--- src/afud_pkg.sv ---
// Shared constants and types for the alpha field 16-bit character decoder
package afud_pkg;

	// ------------------------------------------------------------
	// Lead byte codes and padding
	// ------------------------------------------------------------
	localparam logic [7:0] LEAD_UCS = 8'h80;
	localparam logic [7:0] LEAD_HALF = 8'h81;
	localparam logic [7:0] LEAD_FULL = 8'h82;
	localparam logic [7:0] PAD_BYTE = 8'hFF;
	localparam logic [15:0] PAD_PAIR = 16'hFFFF;

	// ------------------------------------------------------------
	// Field layout and reset values
	// ------------------------------------------------------------
	localparam int OFS_BITS = 7;
	localparam logic [6:0] BASE_LOW_ZERO = 7'h00;
	localparam logic [15:0] RST_CODE = 16'h0000;
	localparam logic [15:0] RST_BASE = 16'h0000;
	localparam logic [7:0] RST_BYTE = 8'h00;
	localparam logic [7:0] RST_COUNT = 8'h00;

	// Coding selected by the lead byte
	typedef enum logic [1:0] {
		FORM_PLAIN = 2'b00,
		FORM_UCS = 2'b01,
		FORM_HALF = 2'b10,
		FORM_FULL = 2'b11
	} afud_form_t;

	// Decoder states
	typedef enum logic [3:0] {
		ST_IDLE = 4'b0000,
		ST_COUNT = 4'b0001,
		ST_BASE_HI = 4'b0010,
		ST_BASE_LO = 4'b0011,
		ST_CHARS = 4'b0100,
		ST_UCS_HI = 4'b0101,
		ST_UCS_LO = 4'b0110,
		ST_PLAIN = 4'b0111,
		ST_SKIP = 4'b1000
	} afud_state_t;

endpackage

--- src/afud_char_map.sv ---
// Maps one counted-form byte onto a default-alphabet or offset character code
`timescale 1ns/1ps
module afud_char_map
	import afud_pkg::*;
(
	input wire logic [7:0] code_byte,
	input wire logic [15:0] base,
	output logic [15:0] code,
	output logic is_gsm
);

	// ------------------------------------------------------------
	// Top bit picks alphabet character or offset from base
	// ------------------------------------------------------------
	always_comb begin
		is_gsm = ~code_byte[7];
		if (code_byte[7]) begin
			code = base + {9'h000, code_byte[OFS_BITS-1:0]};
		end else begin
			code = {9'h000, code_byte[OFS_BITS-1:0]};
		end
	end

endmodule // afud_char_map

--- src/afud_char_count.sv ---
// Down counter of characters still owed by a counted form
`timescale 1ns/1ps
module afud_char_count
	import afud_pkg::*;
#(
	parameter int CW = 8
)
(
	input wire logic clk,
	input wire logic reset_n,
	input wire logic load,
	input wire logic [CW-1:0] load_val,
	input wire logic dec,
	output logic [CW-1:0] count,
	output logic is_one,
	output logic is_zero
);

	logic [CW-1:0] cnt_q;
	logic [CW-1:0] cnt_d;

	// Load wins over decrement; never wraps below zero
	always_comb begin
		cnt_d = cnt_q;
		if (load) begin
			cnt_d = load_val;
		end else if (dec && cnt_q != '0) begin
			cnt_d = cnt_q - CW'(1);
		end
	end

	always_ff @(posedge clk or negedge reset_n) begin
		if (!reset_n) begin
			cnt_q <= CW'(RST_COUNT);
		end else begin
			cnt_q <= cnt_d;
		end
	end

	assign count = cnt_q;
	assign is_one = (cnt_q == CW'(1));
	assign is_zero = (cnt_q == '0);

endmodule // afud_char_count

--- src/afud_decoder.sv ---
// Alpha field decoder: record bytes in, 16-bit character codes out
`timescale 1ns/1ps
module afud_decoder
	import afud_pkg::*;
#(
	parameter int CW = 8
)
(
	input wire logic clk,
	input wire logic reset_n,
	input wire logic in_valid,
	input wire logic in_start,
	input wire logic in_last,
	input wire logic [7:0] in_byte,
	output logic out_valid,
	output logic [15:0] out_code,
	output logic out_gsm,
	output logic out_done,
	output logic out_short,
	output logic [1:0] out_form
);

	// ------------------------------------------------------------
	// State
	// ------------------------------------------------------------
	afud_state_t st_q, st_d;
	afud_form_t form_q, form_d;
	logic [7:0] hi_q, hi_d;
	logic [15:0] base_q, base_d;
	logic val_q, val_d;
	logic [15:0] code_q, code_d;
	logic gsm_q, gsm_d;
	logic done_q, done_d;
	logic short_q, short_d;
	logic cnt_load, cnt_dec, cnt_one, cnt_zero;
	logic [CW-1:0] cnt;
	logic [15:0] map_code;
	logic map_gsm;

	// ------------------------------------------------------------
	// Helpers
	// ------------------------------------------------------------
	afud_char_count #(.CW(CW)) u_count (
		.clk(clk),
		.reset_n(reset_n),
		.load(cnt_load),
		.load_val(in_byte[CW-1:0]),
		.dec(cnt_dec),
		.count(cnt),
		.is_one(cnt_one),
		.is_zero(cnt_zero)
	);

	afud_char_map u_map (
		.code_byte(in_byte),
		.base(base_q),
		.code(map_code),
		.is_gsm(map_gsm)
	);

	// ------------------------------------------------------------
	// Next state and output values
	// ------------------------------------------------------------
	always_comb begin
		st_d = st_q;
		// form held unless a start byte arrives
		form_d = form_q;
		hi_d = hi_q;
		base_d = base_q;
		val_d = 1'b0;
		code_d = code_q;
		gsm_d = gsm_q;
		done_d = 1'b0;
		short_d = 1'b0;
		cnt_load = 1'b0;
		cnt_dec = 1'b0;
		if (in_valid) begin
			if (in_start) begin
				// A start byte always restarts, so a cut record cannot leak its form
				case (in_byte)
					LEAD_UCS: begin
						form_d = FORM_UCS;
						st_d = ST_UCS_HI;
					end
					LEAD_HALF: begin
						form_d = FORM_HALF;
						st_d = ST_COUNT;
					end
					LEAD_FULL: begin
						form_d = FORM_FULL;
						st_d = ST_COUNT;
					end
					default: begin
						form_d = FORM_PLAIN;
						st_d = ST_PLAIN;
						if (in_byte == PAD_BYTE) begin
							st_d = ST_SKIP;
						end else begin
							val_d = 1'b1;
							gsm_d = 1'b1;
							code_d = {8'h00, in_byte};
						end
					end
				endcase
			end else begin
				case (st_q)
					ST_COUNT: begin
						cnt_load = 1'b1;
						st_d = ST_BASE_HI;
					end
					ST_BASE_HI: begin
						if (form_q == FORM_HALF) begin
							base_d = {1'b0, in_byte, BASE_LOW_ZERO};
							st_d = cnt_zero ? ST_SKIP : ST_CHARS;
						end else begin
							hi_d = in_byte;
							st_d = ST_BASE_LO;
						end
					end
					ST_BASE_LO: begin
						base_d = {hi_q, in_byte};
						st_d = cnt_zero ? ST_SKIP : ST_CHARS;
					end
					ST_CHARS: begin
						val_d = 1'b1;
						code_d = map_code;
						gsm_d = map_gsm;
						cnt_dec = 1'b1;
						if (cnt_one) begin
							st_d = ST_SKIP;
						end
					end
					ST_UCS_HI: begin
						hi_d = in_byte;
						st_d = ST_UCS_LO;
					end
					ST_UCS_LO: begin
						if ({hi_q, in_byte} == PAD_PAIR) begin
							st_d = ST_SKIP;
						end else begin
							val_d = 1'b1;
							gsm_d = 1'b0;
							code_d = {hi_q, in_byte};
							st_d = ST_UCS_HI;
						end
					end
					ST_PLAIN: begin
						if (in_byte == PAD_BYTE) begin
							st_d = ST_SKIP;
						end else begin
							val_d = 1'b1;
							gsm_d = 1'b1;
							code_d = {8'h00, in_byte};
						end
					end
					default: begin
					end
				endcase
				// Record too short for its count: flagged, never stalls
				case (st_q)
					ST_COUNT: short_d = in_last && (in_byte != 8'h00);
					ST_BASE_HI, ST_BASE_LO: short_d = in_last && !cnt_zero;
					ST_CHARS: short_d = in_last && !cnt_one;
					default: short_d = 1'b0;
				endcase
			end
			// a lone final byte in the upper slot is dropped here
			if (in_last) begin
				st_d = ST_IDLE;
				done_d = 1'b1;
			end
		end
	end

	// ------------------------------------------------------------
	// Registers
	// ------------------------------------------------------------
	always_ff @(posedge clk or negedge reset_n) begin
		if (!reset_n) begin
			st_q <= ST_IDLE;
			form_q <= FORM_PLAIN;
			hi_q <= RST_BYTE;
			base_q <= RST_BASE;
			val_q <= 1'b0;
			code_q <= RST_CODE;
			gsm_q <= 1'b0;
			done_q <= 1'b0;
			short_q <= 1'b0;
		end else begin
			st_q <= st_d;
			form_q <= form_d;
			hi_q <= hi_d;
			base_q <= base_d;
			val_q <= val_d;
			code_q <= code_d;
			gsm_q <= gsm_d;
			done_q <= done_d;
			short_q <= short_d;
		end
	end

	assign out_valid = val_q;
	assign out_code = code_q;
	assign out_gsm = gsm_q;
	assign out_done = done_q;
	assign out_short = short_q;
	assign out_form = form_q;

	logic mid;
	assign mid = in_valid && !in_start;
endmodule // afud_decoder

--- config.mk ---
export PLATFORM = sky130hd
export DESIGN_NAME = afud_decoder
export DESIGN_NICKNAME = d
export VERILOG_FILES = /design/src/afud_pkg.sv /design/src/afud_char_map.sv /design/src/afud_char_count.sv /design/src/afud_decoder.sv
export SDC_FILE = /design/constraint.sdc
export NUM_CORES = 1
export LEC_CHECK = 0
export BUFFER_PORTS_ARGS = -buffer_cell sky130_fd_sc_hd__buf_2
export CORE_UTILIZATION = 65
export CTS_BUF_LIST = sky130_fd_sc_hd__clkbuf_2
export CTS_CLUSTER_DIAMETER = 100
export DETAILED_ROUTE_END_ITERATION = 10
export PLACE_DENSITY = 0.9
export SKIP_CTS_REPAIR_TIMING = 1
export SYNTH_ARGS = -nofsm -noshare
export SYNTH_HDL_FRONTEND = slang
export SYNTH_SLANG_ARGS = --single-unit
--- constraint.sdc ---
create_clock -name clk -period 3.3 [get_ports clk]
set_input_delay 0.66 -clock clk [delete_from_list [all_inputs] [get_ports clk]]
set_output_delay 0.66 -clock clk [all_outputs]
set_load 0.02 [all_outputs]
* Word level (Yosys, flattened, before mapping)
Index checks and enable logic that the tools add are counted.
** Word-level totals
- Output and inout bits :: 22
- Word-level logic and storage cells :: 101
- ROM bits :: 0
- Memories kept :: 0
- Input bits :: 13
- Register bits :: 58
- Bits in latches :: 0
- RAM bits :: 0
** Operators by class
- Shift operators :: 0
- $lt $le $gt $ge :: 0
- Eq/ne operators :: 20
- Multiply operators :: 0
- Multiplexer cells :: 45
- Add/subtract/negate cells :: 2
- Bitwise operators :: 2
- Divide/modulo/power cells :: 0
- Reductions and logical operators :: 22
** Operators with widths (number)
- $mux 16 :: 6
- $pmux 16 s3 :: 1
- $eq 8x8->1 const B :: 4
- $mux 4 :: 8
- $pmux 16 s2 :: 1
- $pmux 4 s7 :: 1
- $mux 8 :: 3
- $mux 1 :: 19
- $add 16x7->16 :: 1
- $eq 16x16->1 const B :: 1
- $eq 4x3->1 const B :: 4
- $pmux 8 s2 :: 1
- $reduce_and 4->1 :: 4
- $reduce_bool 8->1 :: 2
- $pmux 1 s3 :: 3
- $reduce_bool 9->1 :: 1
- $eq 4x2->1 const B :: 2
- $eq 8x1->1 const B :: 1
- $logic_not 8->1 :: 1
- $ne 4x4->1 const B :: 2
- $pmux 4 s2 :: 1
- $sub 8x1->8 const B :: 1
- $ne 2x2->1 const B :: 3
- $pmux 2 s3 :: 1
- 11 further kinds :: 19

* Depth between registers and ports, before layout
Gate-level depths: netlist of run 1.
- Word-level depth :: 7
- Depth in mapped cells :: 8
- Depth with buffers taken out :: 8

* Modules after synthesis
A second synthesis of run 1 with hierarchy kept.
** Second synthesis, totals
- Cells, all modules :: 406
- Area total of the unflattened synthesis :: 3783.6 µm²
** Modules (own cells, without submodules)
- afud_decoder :: instances 1, area an instance 2608.8 µm², sequential area each 1251.2 µm², cells each 263
- afud_char_count :: instances 1, area an instance 589.3 µm², sequential area each 200.2 µm², cells each 65
- afud_char_map :: instances 1, area an instance 585.6 µm², sequential area each 0.0 µm², cells each 78

* Worst setup path before layout of run 1
Ideal clock, no wire load.
- Kind :: input -> register
- From :: input in_byte[0]
- To :: register code_q[14] (netlist: out_code[14])
- Cell stages on the path :: 8
- Setup slack :: 0.846 ns
- Path buffers :: 0
- Data arrival time :: 2.322 ns
- Setup time :: 0.132 ns
- Required time :: 3.168 ns
- Path through :: ha_1 fa_1 a211oi_1 o21ai_0 nand3_1 xnor2_1 a221oi_1 o22ai_1
** Between the ends
- Cells in the longest elaborated chain, start to end :: 4
- Elaborated cells on any way between the ends :: 15
- Those cells by class :: add/sub (1); eq/ne (7); mux (5); reduce/logical (2)
** RTL lines
- start: declaration :: line afud_decoder.sv:14 : input wire logic [7:0] in_byte,
- $add 16x7->16, or another cell as far along :: line afud_char_map.sv:18 : code = base + {9'h000, code_byte[OFS_BITS-1:0]};
- $mux 16, or another cell as far along :: line afud_char_map.sv:17 : if (code_byte[7]) begin
- $pmux 16 s3, or another cell as far along :: line afud_decoder.sv:106 : case (st_q)
- $mux 16 or $reduce_and 4->1 (tied branches)
- end signal: assignment :: line afud_decoder.sv:195 : code_q <= code_d;
- end: declaration :: line afud_decoder.sv:31 : logic [15:0] code_q, code_d;
Parallel ways exist; a longest one is shown, timed or not. The select of a mux whose other input is x is not followed.
A chain may end at the register's enable or synchronous reset.

* Worst setup path in the final report of run 1
- From :: register base_q[0]
- To :: register code_q[10] (netlist: out_code[10])
** Between the ends
- Cells in the longest elaborated chain, start to end :: 4
** RTL lines
- start: declaration :: line afud_decoder.sv:29 : logic [15:0] base_q, base_d;
- start signal: assignment :: line afud_decoder.sv:193 : base_q <= base_d;
- $add 16x7->16 :: line afud_char_map.sv:18
- $mux 16 :: line afud_char_map.sv:17
- $pmux 16 s3 :: line afud_decoder.sv:106
- $mux 16 :: line afud_decoder.sv:78 : if (in_start) begin
Every way passes these cells.

==> out/results.ini, run 1 <==
[status]
outcome = finished clean

[synth]
yosysTopAreaCell = dfrtp_1
synth_area_um2 = 3570
synth.area.top_cells = dfrtp_1 (41%), o21ai_0 (4.3%), a21oi_1 (3.6%)
synth_seq_area_share_pct = 40.6
ys_ff_latch = 58
yosysUniqueCellTypes = 60
synthCells = 383
syn-num-nets = 407
synth-main-ff-cell = dfrtp_1
synth-edff-count = 0
synth_area_per_cell_um2 = 9.33
yosys_warnings = 0
synth_top_area_share_pct = 40.6
synthArstFlopShare_pct = 100

[cells_and_area]
final_area_um2 = 3840
synthToLayoutAreaGrowth_pct = 7.46
mostFrequentLayoutCells = dfrtp_1 (58), nand2_1 (34), buf_2 (34), o21ai_0 (31), nor2_1 (27)
finalNetCount = 437
layout_commonest_cell = dfrtp_1
final_cells = 484
n_antenna_cell = 0
drive_above_1_share_pct = 15.9

[grt]
grt_antenna_before_repair = 0
grt-busiest-layer = met2
grt_pass1_wl_um = 15600
use_met2_pct = 52.6
grtUsageMet1_pct = 48.1
grt_use_met3_pct = 6.23
grt_max_degree = 27
grt_use_total_pct = 34.5
grt.overflow.total = 0
grt_pass1_vias = 3145

[timing]
slew_violations = 0
fin_hold_ws_ns = 0.136
rsz0062_at_grt = no
worstMarginPinSlew_ns = 0.789
setup_violations = 0
fin_crit_ns = 2.49
max_freq_mhz = 401
fin_ws_ns = 0.809
hold_violations = 0
fin_setup_tns_ns = 0
clock_skew_ns = 0.0204
slew_headroom_pct = 47.4
period_share_pct = 75.5

[power]
ir_worst_vdd_uv = 500
power_density_nw_per_um2 = 782
total_leakage_power_uw = 0.00169

[job]
max_cap_violations = 0

[floorplanning]
fp.dieH_um = 76.2
dieArea_um2 = 5800
ios = 35
die_x_um = 76.2
coreArea_um2 = 5200
initial_core_util_pct = 68.7
fp-row-count = 26

[setup_path]
crit_type = register to register
reg2reg_from = base_q[0]$_DFFE_PN0P_
reg2regPathDepth = 8
path_max_fanout = 3
end_kind = register
r2r-end = out_code[10]$_DFFE_PN0P_
crit_arrival_ns = 2.87
worstPathRequired_ns = 3.68
startpoint_type = register
reg2reg_slack_ns = 0.81

[clock_tree]
insertion_delay_ns = 0.50
tritoncts = done
htree_levels = 3
clock_sinks = 58
clockRootBuffer = clkbuf_2
clk_path_buf_depth = 2
clk_pin_slew_ns = 0.15
cts_made_buffers = 9

[detailed_routing]
drt-total-wl_um = 9170
antenna_left = 0
routedWlPerCell_um = 18.9
drc = 0
drt_iter0_drc = 289
viasPerCell = 6.68
vias = 3235
first_pass_iters = 5

[place]
place_area_um2 = 3780
hpwl_um = 6560
gp_congestion = 0.900
placed_cells = 472
pre_cts_slack_ns = 0.364
portBuffers = 34

[worst_hold_path]
hold_class = input port to asynchronous set/reset pin

-- area by class of cell --
class / count / area [um2]
Clock buffer: 10 / 50.0
Clock inverter: 2 / 8.76
Fill cell: 391 / 1360
Inverter: 15 / 56.3
Multi-Input combinational cell: 291 / 1990
Sequential cell: 58 / 1450
Tap cell: 70 / 87.6
Timing Repair Buffer: 38 / 200
-- Yosys cell counts (5+ instances only) --
cell type  count
a211oi_1       9
a21o_1         6
a21oi_1       26
a221oi_1       5
a22o_1         8
and2_1         5
and3_1         6
and4_1         5
buf_2          7
clkbuf_1      11
dfrtp_1       58
ha_1          10
inv_1         15
mux2_2         9
mux2i_1       13
nand2_1       34
nand3_1       11
nor2_1        27
nor3_1         6
o21ai_0       31
o22ai_1        5
xnor2_1        9
xor2_1         5
-- registers in the layout (all words and copies together) (netlist names) --
signal         flops
u_count.count      8
out_done           1
out_form           2
out_valid          1
out_short          1
st_q               4
out_code          16
base_q            16
out_gsm            1
hi_q               8
-- worst max path at each step --
stage / slack (ns) / to / start / cells past startpoint
after global routing: 0.60 / out_code[14]$_DFFE_PN0P_ / base_q[0]$_DFFE_PN0P_ / 8
after global placement: 0.47 / out_code[10]$_DFFE_PN0P_ / in_byte[0] / 9
after floorplan: 0.85 / out_code[14]$_DFFE_PN0P_ / in_byte[0] / 8
after CTS: 0.84 / out_code[10]$_DFFE_PN0P_ / base_q[0]$_DFFE_PN0P_ / 8
after detailed placement: 0.36 / out_code[10]$_DFFE_PN0P_ / in_byte[0] / 9
final: 0.81 / out_code[10]$_DFFE_PN0P_ / base_q[0]$_DFFE_PN0P_ / 8
-- per-layer routing --
layer	up-vias	share of wire, %	wire, um
met5	-	0	0
met4	0	2.3	210
met3	25	8.0	731
met2	185	46	4200
met1	1535	44	4030
li1	1490	-	-
-- worst max-delay path, cell delays in order (launching register included) --
cell      delay (ns)
dfrtp_1         0.42
ha_1            0.23
fa_1            0.44
a211oi_1        0.36
o21ai_0         0.27
nand3_1         0.16
xnor2_1         0.10
a221oi_1        0.29
o22ai_1         0.12
-- stage by stage --
step                power, uW  util, %
floorplan                2260        -
detailed placement       2650     72.7
global route             3200     73.8
finish                   3000     73.8
global placement         2590     72.7
CTS                      2970     73.8
-- kinds of logic (layout without fill, tap and decap cells) --
kind of cell	count (synthesis)	after routing	synth area share [%]
fa+ha+maj	11	11	4.06
simple gates	117	117	16.8
flops	58	58	40.6
xor+xnor	14	14	3.43
buf+inv	34	65	3.81
mux	22	22	6.48
compound gates	127	127	24.8
-- power breakdown --
part           switching (uW)  internal [uW]
clock                     247           82.8
combinational             776            589
sequential                326            981
total                    1350           1650
Power figures use the tool's default switching activity.
==> run 2, diff against run 1 <==
--- a/config.mk
+++ b/config.mk
@@ -6,11 +6,11 @@
 export NUM_CORES = 1
 export LEC_CHECK = 0
 export BUFFER_PORTS_ARGS = -buffer_cell sky130_fd_sc_hd__buf_2
-export CORE_UTILIZATION = 65
+export CORE_UTILIZATION = 62
 export CTS_BUF_LIST = sky130_fd_sc_hd__clkbuf_2
 export CTS_CLUSTER_DIAMETER = 100
 export DETAILED_ROUTE_END_ITERATION = 10
-export PLACE_DENSITY = 0.9
+export PLACE_DENSITY = 0.87
 export SKIP_CTS_REPAIR_TIMING = 1
 export SYNTH_ARGS = -nofsm -noshare
 export SYNTH_HDL_FRONTEND = slang
==> constraint.sdc (replaced) <==
create_clock -name clk -period 2.6 [get_ports clk]
set_input_delay 0.52 -clock clk [delete_from_list [all_inputs] [get_ports clk]]
set_output_delay 0.52 -clock clk [all_outputs]
set_load 0.02 [all_outputs]
==> out/results.ini, run 2 (synthesis gave the netlist of run 1 again) <==
[status]
outcome = finished clean

[place]
hpwl_um = 6990
pre_cts_slack_ns = -0.115
gp_congestion = 0.934
portBuffers = 34

[setup_path]
path_max_fanout = 3
crit_chain = ha_1, fa_1, a211oi_2, o21ai_0, nand3_1, xnor2_1, a221oi_1, o22ai_1
reg2reg_from = base_q[0]$_DFFE_PN0P_
worstPathRequired_ns = 2.99
r2r-end = out_code[12]$_DFFE_PN0P_
crit_arrival_ns = 2.78
startpoint_type = register
critical_path_buf_inv_count = 0
reg2regPathDepth = 8
slowest_stage = fa_1
crit_path_end = out_code[12]$_DFFE_PN0P_
cpPeakStageDelay_ns = 0.43
reg2reg_slack_ns = 0.21
crit_family = compound AO/OA/AOI/OAI gates
cp.depth = 8
end_kind = register
crit_type = register to register
startpoint = base_q[0]$_DFFE_PN0P_

[timing]
fin_ws_ns = 0.209
clock_skew_ns = 0.0172
worstMarginPinSlew_ns = 0.796
max_freq_mhz = 418
slew_violations = 0
hold_violations = 0
rsz0062_at_grt = no
fin_setup_tns_ns = 0
slew_headroom_pct = 47.0
fin_crit_ns = 2.39
setup_violations = 0
period_share_pct = 92.0

[clock_tree]
cts_made_buffers = 9
clk_pin_slew_ns = 0.18
htree_levels = 3
insertion_delay_ns = 0.50
clockRootBuffer = clkbuf_2
clock_sinks = 58
clk_path_buf_depth = 2
tritoncts = done

[detailed_routing]
antenna_left = 0
drc = 0
vias = 3399
routedWlPerCell_um = 19.1
first_pass_iters = 7
viasPerCell = 6.72
drt_iter0_drc = 321
drt-total-wl_um = 9660

[cells_and_area]
n_antenna_cell = 0
final_core_utilization_pct = 72.5
synthToLayoutAreaGrowth_pct = 12.4
layout_commonest_cell = dfrtp_1
drive_above_1_share_pct = 20.3
finalNetCount = 453
mostFrequentLayoutCells = dfrtp_1 (58), nand2_1 (34), buf_2 (34), o21ai_0 (31), nor2_1 (27)

[grt]
grt_pass1_wl_um = 16000
grt_use_total_pct = 34.4
grt_max_degree = 59
grt_antenna_before_repair = 0
grt.overflow.total = 0
grt_pass1_vias = 3241

[worst_hold_path]
hold_class = input port to asynchronous set/reset pin

[job]
max_cap_violations = 0

[power]
power_density_nw_per_um2 = 1020
ir_worst_vdd_uv = 609
total_leakage_power_uw = 0.00179

[floorplanning]
coreArea_um2 = 5540
ios = 35
fp-row-count = 27
fp.dieH_um = 77.9
initial_core_util_pct = 64.5
dieArea_um2 = 6070
die_x_um = 77.9

## run 2: cell types whose count changed in the layout (fill, tap and decap cells not counted), sizes merged
cell / delta
bufinv: +1
clkinv: +2
clkinvlp: +1
buf: +16
## run 2: cell type report
class	count	area [um2]
Multi-Input combinational cell	291	1990
Fill cell	410	1520
Sequential cell	58	1450
Timing Repair Buffer	54	320
Tap cell	72	90.1
Clock inverter	6	57.6
Inverter	15	56.3
Clock buffer	10	50.0
## run 2: worst min-delay path by stage
| stage | slack (ns) | cells after the start | startpoint | end |
|---|---|---|---|---|
| 2_1_floorplan | 0.22 | 0 | reset_n | base_q[0]$_DFFE_PN0P_ |
| 3_3_place_gp | 0.47 | 1 | out_code[13]$_DFFE_PN0P_ | out_code[13]$_DFFE_PN0P_ |
| 3_5_place_dp | 0.49 | 2 | out_form[0]$_DFFE_PN0P_ | out_form[0]$_DFFE_PN0P_ |
| 4_1_cts | 0.16 | 2 | reset_n | st_q[3]$_DFFE_PN0P_ |
| 5_1_grt | 0.21 | 2 | reset_n | st_q[1]$_DFFE_PN0P_ |
| 6_report | 0.14 | 2 | reset_n | out_code[10]$_DFFE_PN0P_ |
## run 2: layer usage
layer,part of all wire (%),vias to the layer above,GRT usage (%)
met5,0,-,0
met4,3.2,0,16.3
met3,8.5,32,5.65
met2,46,199,54.1
met1,42,1639,46.6
li1,-,1529,-
## run 2: per-stage QoR
step | total power [uW] | hold slack (ns) | area, um2 | cells
final | 4090 | 0.139 | 4020 | 506
after global placement | 3380 | 0.472 | 3910 | 490
after detailed placement | 3470 | 0.495 | 3910 | 490
after global routing | 4320 | 0.207 | 4020 | 506
after CTS | 4040 | 0.156 | 4010 | 506
after floorplan | 2870 | 0.224 | 3570 | 383
## run 2: report_power, final
part / switching [uW] / internal, uW
clock: 361 / 219
combinational: 1040 / 818
sequential: 405 / 1250
==> run 3, diff against run 2 <==
--- a/config.mk
+++ b/config.mk
@@ -10,6 +10,7 @@
 export CTS_BUF_LIST = sky130_fd_sc_hd__clkbuf_2
 export CTS_CLUSTER_DIAMETER = 100
 export DETAILED_ROUTE_END_ITERATION = 10
+export MAX_ROUTING_LAYER = met4
 export PLACE_DENSITY = 0.87
 export SKIP_CTS_REPAIR_TIMING = 1
 export SYNTH_ARGS = -nofsm -noshare
==> out/results.ini, run 3 (synthesis gave the netlist of run 1 again) <==
[status]
outcome = finished clean

[power]
total_leakage_power_uw = 0.00180
p_switching_uw = 1780
power_density_nw_per_um2 = 1030
ir_worst_vdd_uv = 609
power.share.sequential_pct = 39.6
p_total_uw = 4160
pwr-share-comb_pct = 44.1
p_sw_share_pct = 42.8
p_int_uw = 2380
pwr-share-clk_pct = 16.3

[detailed_routing]
drc = 0
antenna_left = 0
viasPerCell = 6.46
first_pass_iters = 5
vias = 3267
drt-total-wl_um = 9490
routedWlPerCell_um = 18.8
drt_iter0_drc = 358

[floorplanning]
ios = 35
fp-row-count = 27
die_x_um = 77.9
dieArea_um2 = 6070
fp.dieH_um = 77.9
initial_core_util_pct = 64.5
coreArea_um2 = 5540

[grt]
grt_pass1_vias = 3151
grt_max_degree = 32
grt_antenna_before_repair = 0
grt_use_total_pct = 35.4
grt_pass1_wl_um = 15700
grt.overflow.total = 0

[cells_and_area]
synthToLayoutAreaGrowth_pct = 13.4
mostFrequentLayoutCells = dfrtp_1 (58), nand2_1 (34), buf_2 (34), o21ai_0 (31), nor2_1 (27)
finalNetCount = 453
final_cells = 506
drive_above_1_share_pct = 20.0
final_core_utilization_pct = 73.2
layout_commonest_cell = dfrtp_1
n_antenna_cell = 0

[clock_tree]
clockRootBuffer = clkbuf_2
tritoncts = done
clock_sinks = 58
insertion_delay_ns = 0.50
clk_path_buf_depth = 2
htree_levels = 3
clk_pin_slew_ns = 0.18
cts_made_buffers = 9

[place]
placed_cells = 490
gp_congestion = 0.991
hpwl_um = 6910
portBuffers = 34

[setup_path]
reg2regPathDepth = 6
r2r-end = out_code[7]$_DFFE_PN0P_
slowest_stage = dfrtp_1
startpoint = st_q[2]$_DFFE_PN0P_
startpoint_type = register
crit_type = register to register
crit_chain = nand3b_1, nor2_1, a21o_1, nand2b_1, o2111ai_1, o211ai_1
crit_arrival_ns = 2.76
worstPathRequired_ns = 2.98
end_kind = register
cpPeakStageDelay_ns = 0.66
path_max_fanout = 14
reg2reg_slack_ns = 0.21
reg2reg_from = st_q[2]$_DFFE_PN0P_
crit_path_end = out_code[7]$_DFFE_PN0P_

[timing]
slew_violations = 0
period_share_pct = 91.7
worstMarginPinSlew_ns = 0.798
fin_hold_ws_ns = 0.00747
max_freq_mhz = 419
fin_crit_ns = 2.39
hold_violations = 0
rsz0062_at_grt = no
setup_violations = 0
clock_skew_ns = 0.0168
slew_headroom_pct = 46.8

[job]
max_cap_violations = 0

[worst_hold_path]
hold_class = input port to asynchronous set/reset pin

run 3: cell types whose count changed in the layout (fill, tap and decap cells not counted):
cell       previous run  this run
clkinv_2              4         2
buf_4                20        19
bufinv_16             1         2
clkinv_1              0         1
buf_12                0         1
run 3: worst min-delay path by stage:
stage / endpoint
2_1_floorplan: base_q[0]$_DFFE_PN0P_
3_3_place_gp: out_code[13]$_DFFE_PN0P_
3_5_place_dp: out_code[13]$_DFFE_PN0P_
4_1_cts: out_code[9]$_DFFE_PN0P_
5_1_grt: hi_q[2]$_DFFE_PN0P_
6_report: out_code[9]$_DFFE_PN0P_
run 3: per-stage QoR:
| stage | area, um2 | setup TNS (ns) | setup slack [ns] |
|---|---|---|---|
| finish | 4050 | 0 | 0.215 |
| global route | 4050 | 0 | 0.115 |
| CTS | 4050 | 0 | 0.233 |
| detailed placement | 3920 | -0.0904 | -0.0418 |
| global placement | 3920 | 0 | 0.0238 |
| floorplan | 3570 | 0 | 0.286 |
run 3: layout make-up:
class	count	area [um2]
clock buffer	10	50.0
sequential	58	1450
tap	72	90.1
clock inverter	6	81.3
timing repair buffer	54	333
fill	435	1490
multi-input combinational	291	1990
inverter	15	56.3
run 3: power groups by stage:
stage / Clock, uW / Sequential (uW) / Combinational [uW]
6_report: 676 / 1650 / 1840
5_1_grt: 728 / 1680 / 2030
4_1_cts: 681 / 1630 / 1810
3_5_place_dp: 0 / 1650 / 1800
3_3_place_gp: 0 / 1640 / 1740
2_1_floorplan: 0 / 1620 / 1250
run 3: worst max-delay path, delay by kind of cell (launching register included):
| kind | cells | cell delay, ns |
|---|---|---|
| and+or+nand+nor | 3 | 0.91 |
| AOI/OAI and AO/OA | 3 | 0.70 |
| DFF | 1 | 0.66 |
run 3: layer usage:
| layer | part of all wire (%) | track usage [%] | vias to the layer above | wire (um) |
|---|---|---|---|---|
| li1 | - | - | 1521 | - |
| met1 | 43 | 44.1 | 1565 | 4120 |
| met3 | 7.8 | 10.6 | 28 | 741 |
| met5 | 0 | - | - | 0 |
| met4 | 3.0 | 14.1 | 0 | 286 |
| met2 | 46 | 54.1 | 153 | 4340 |
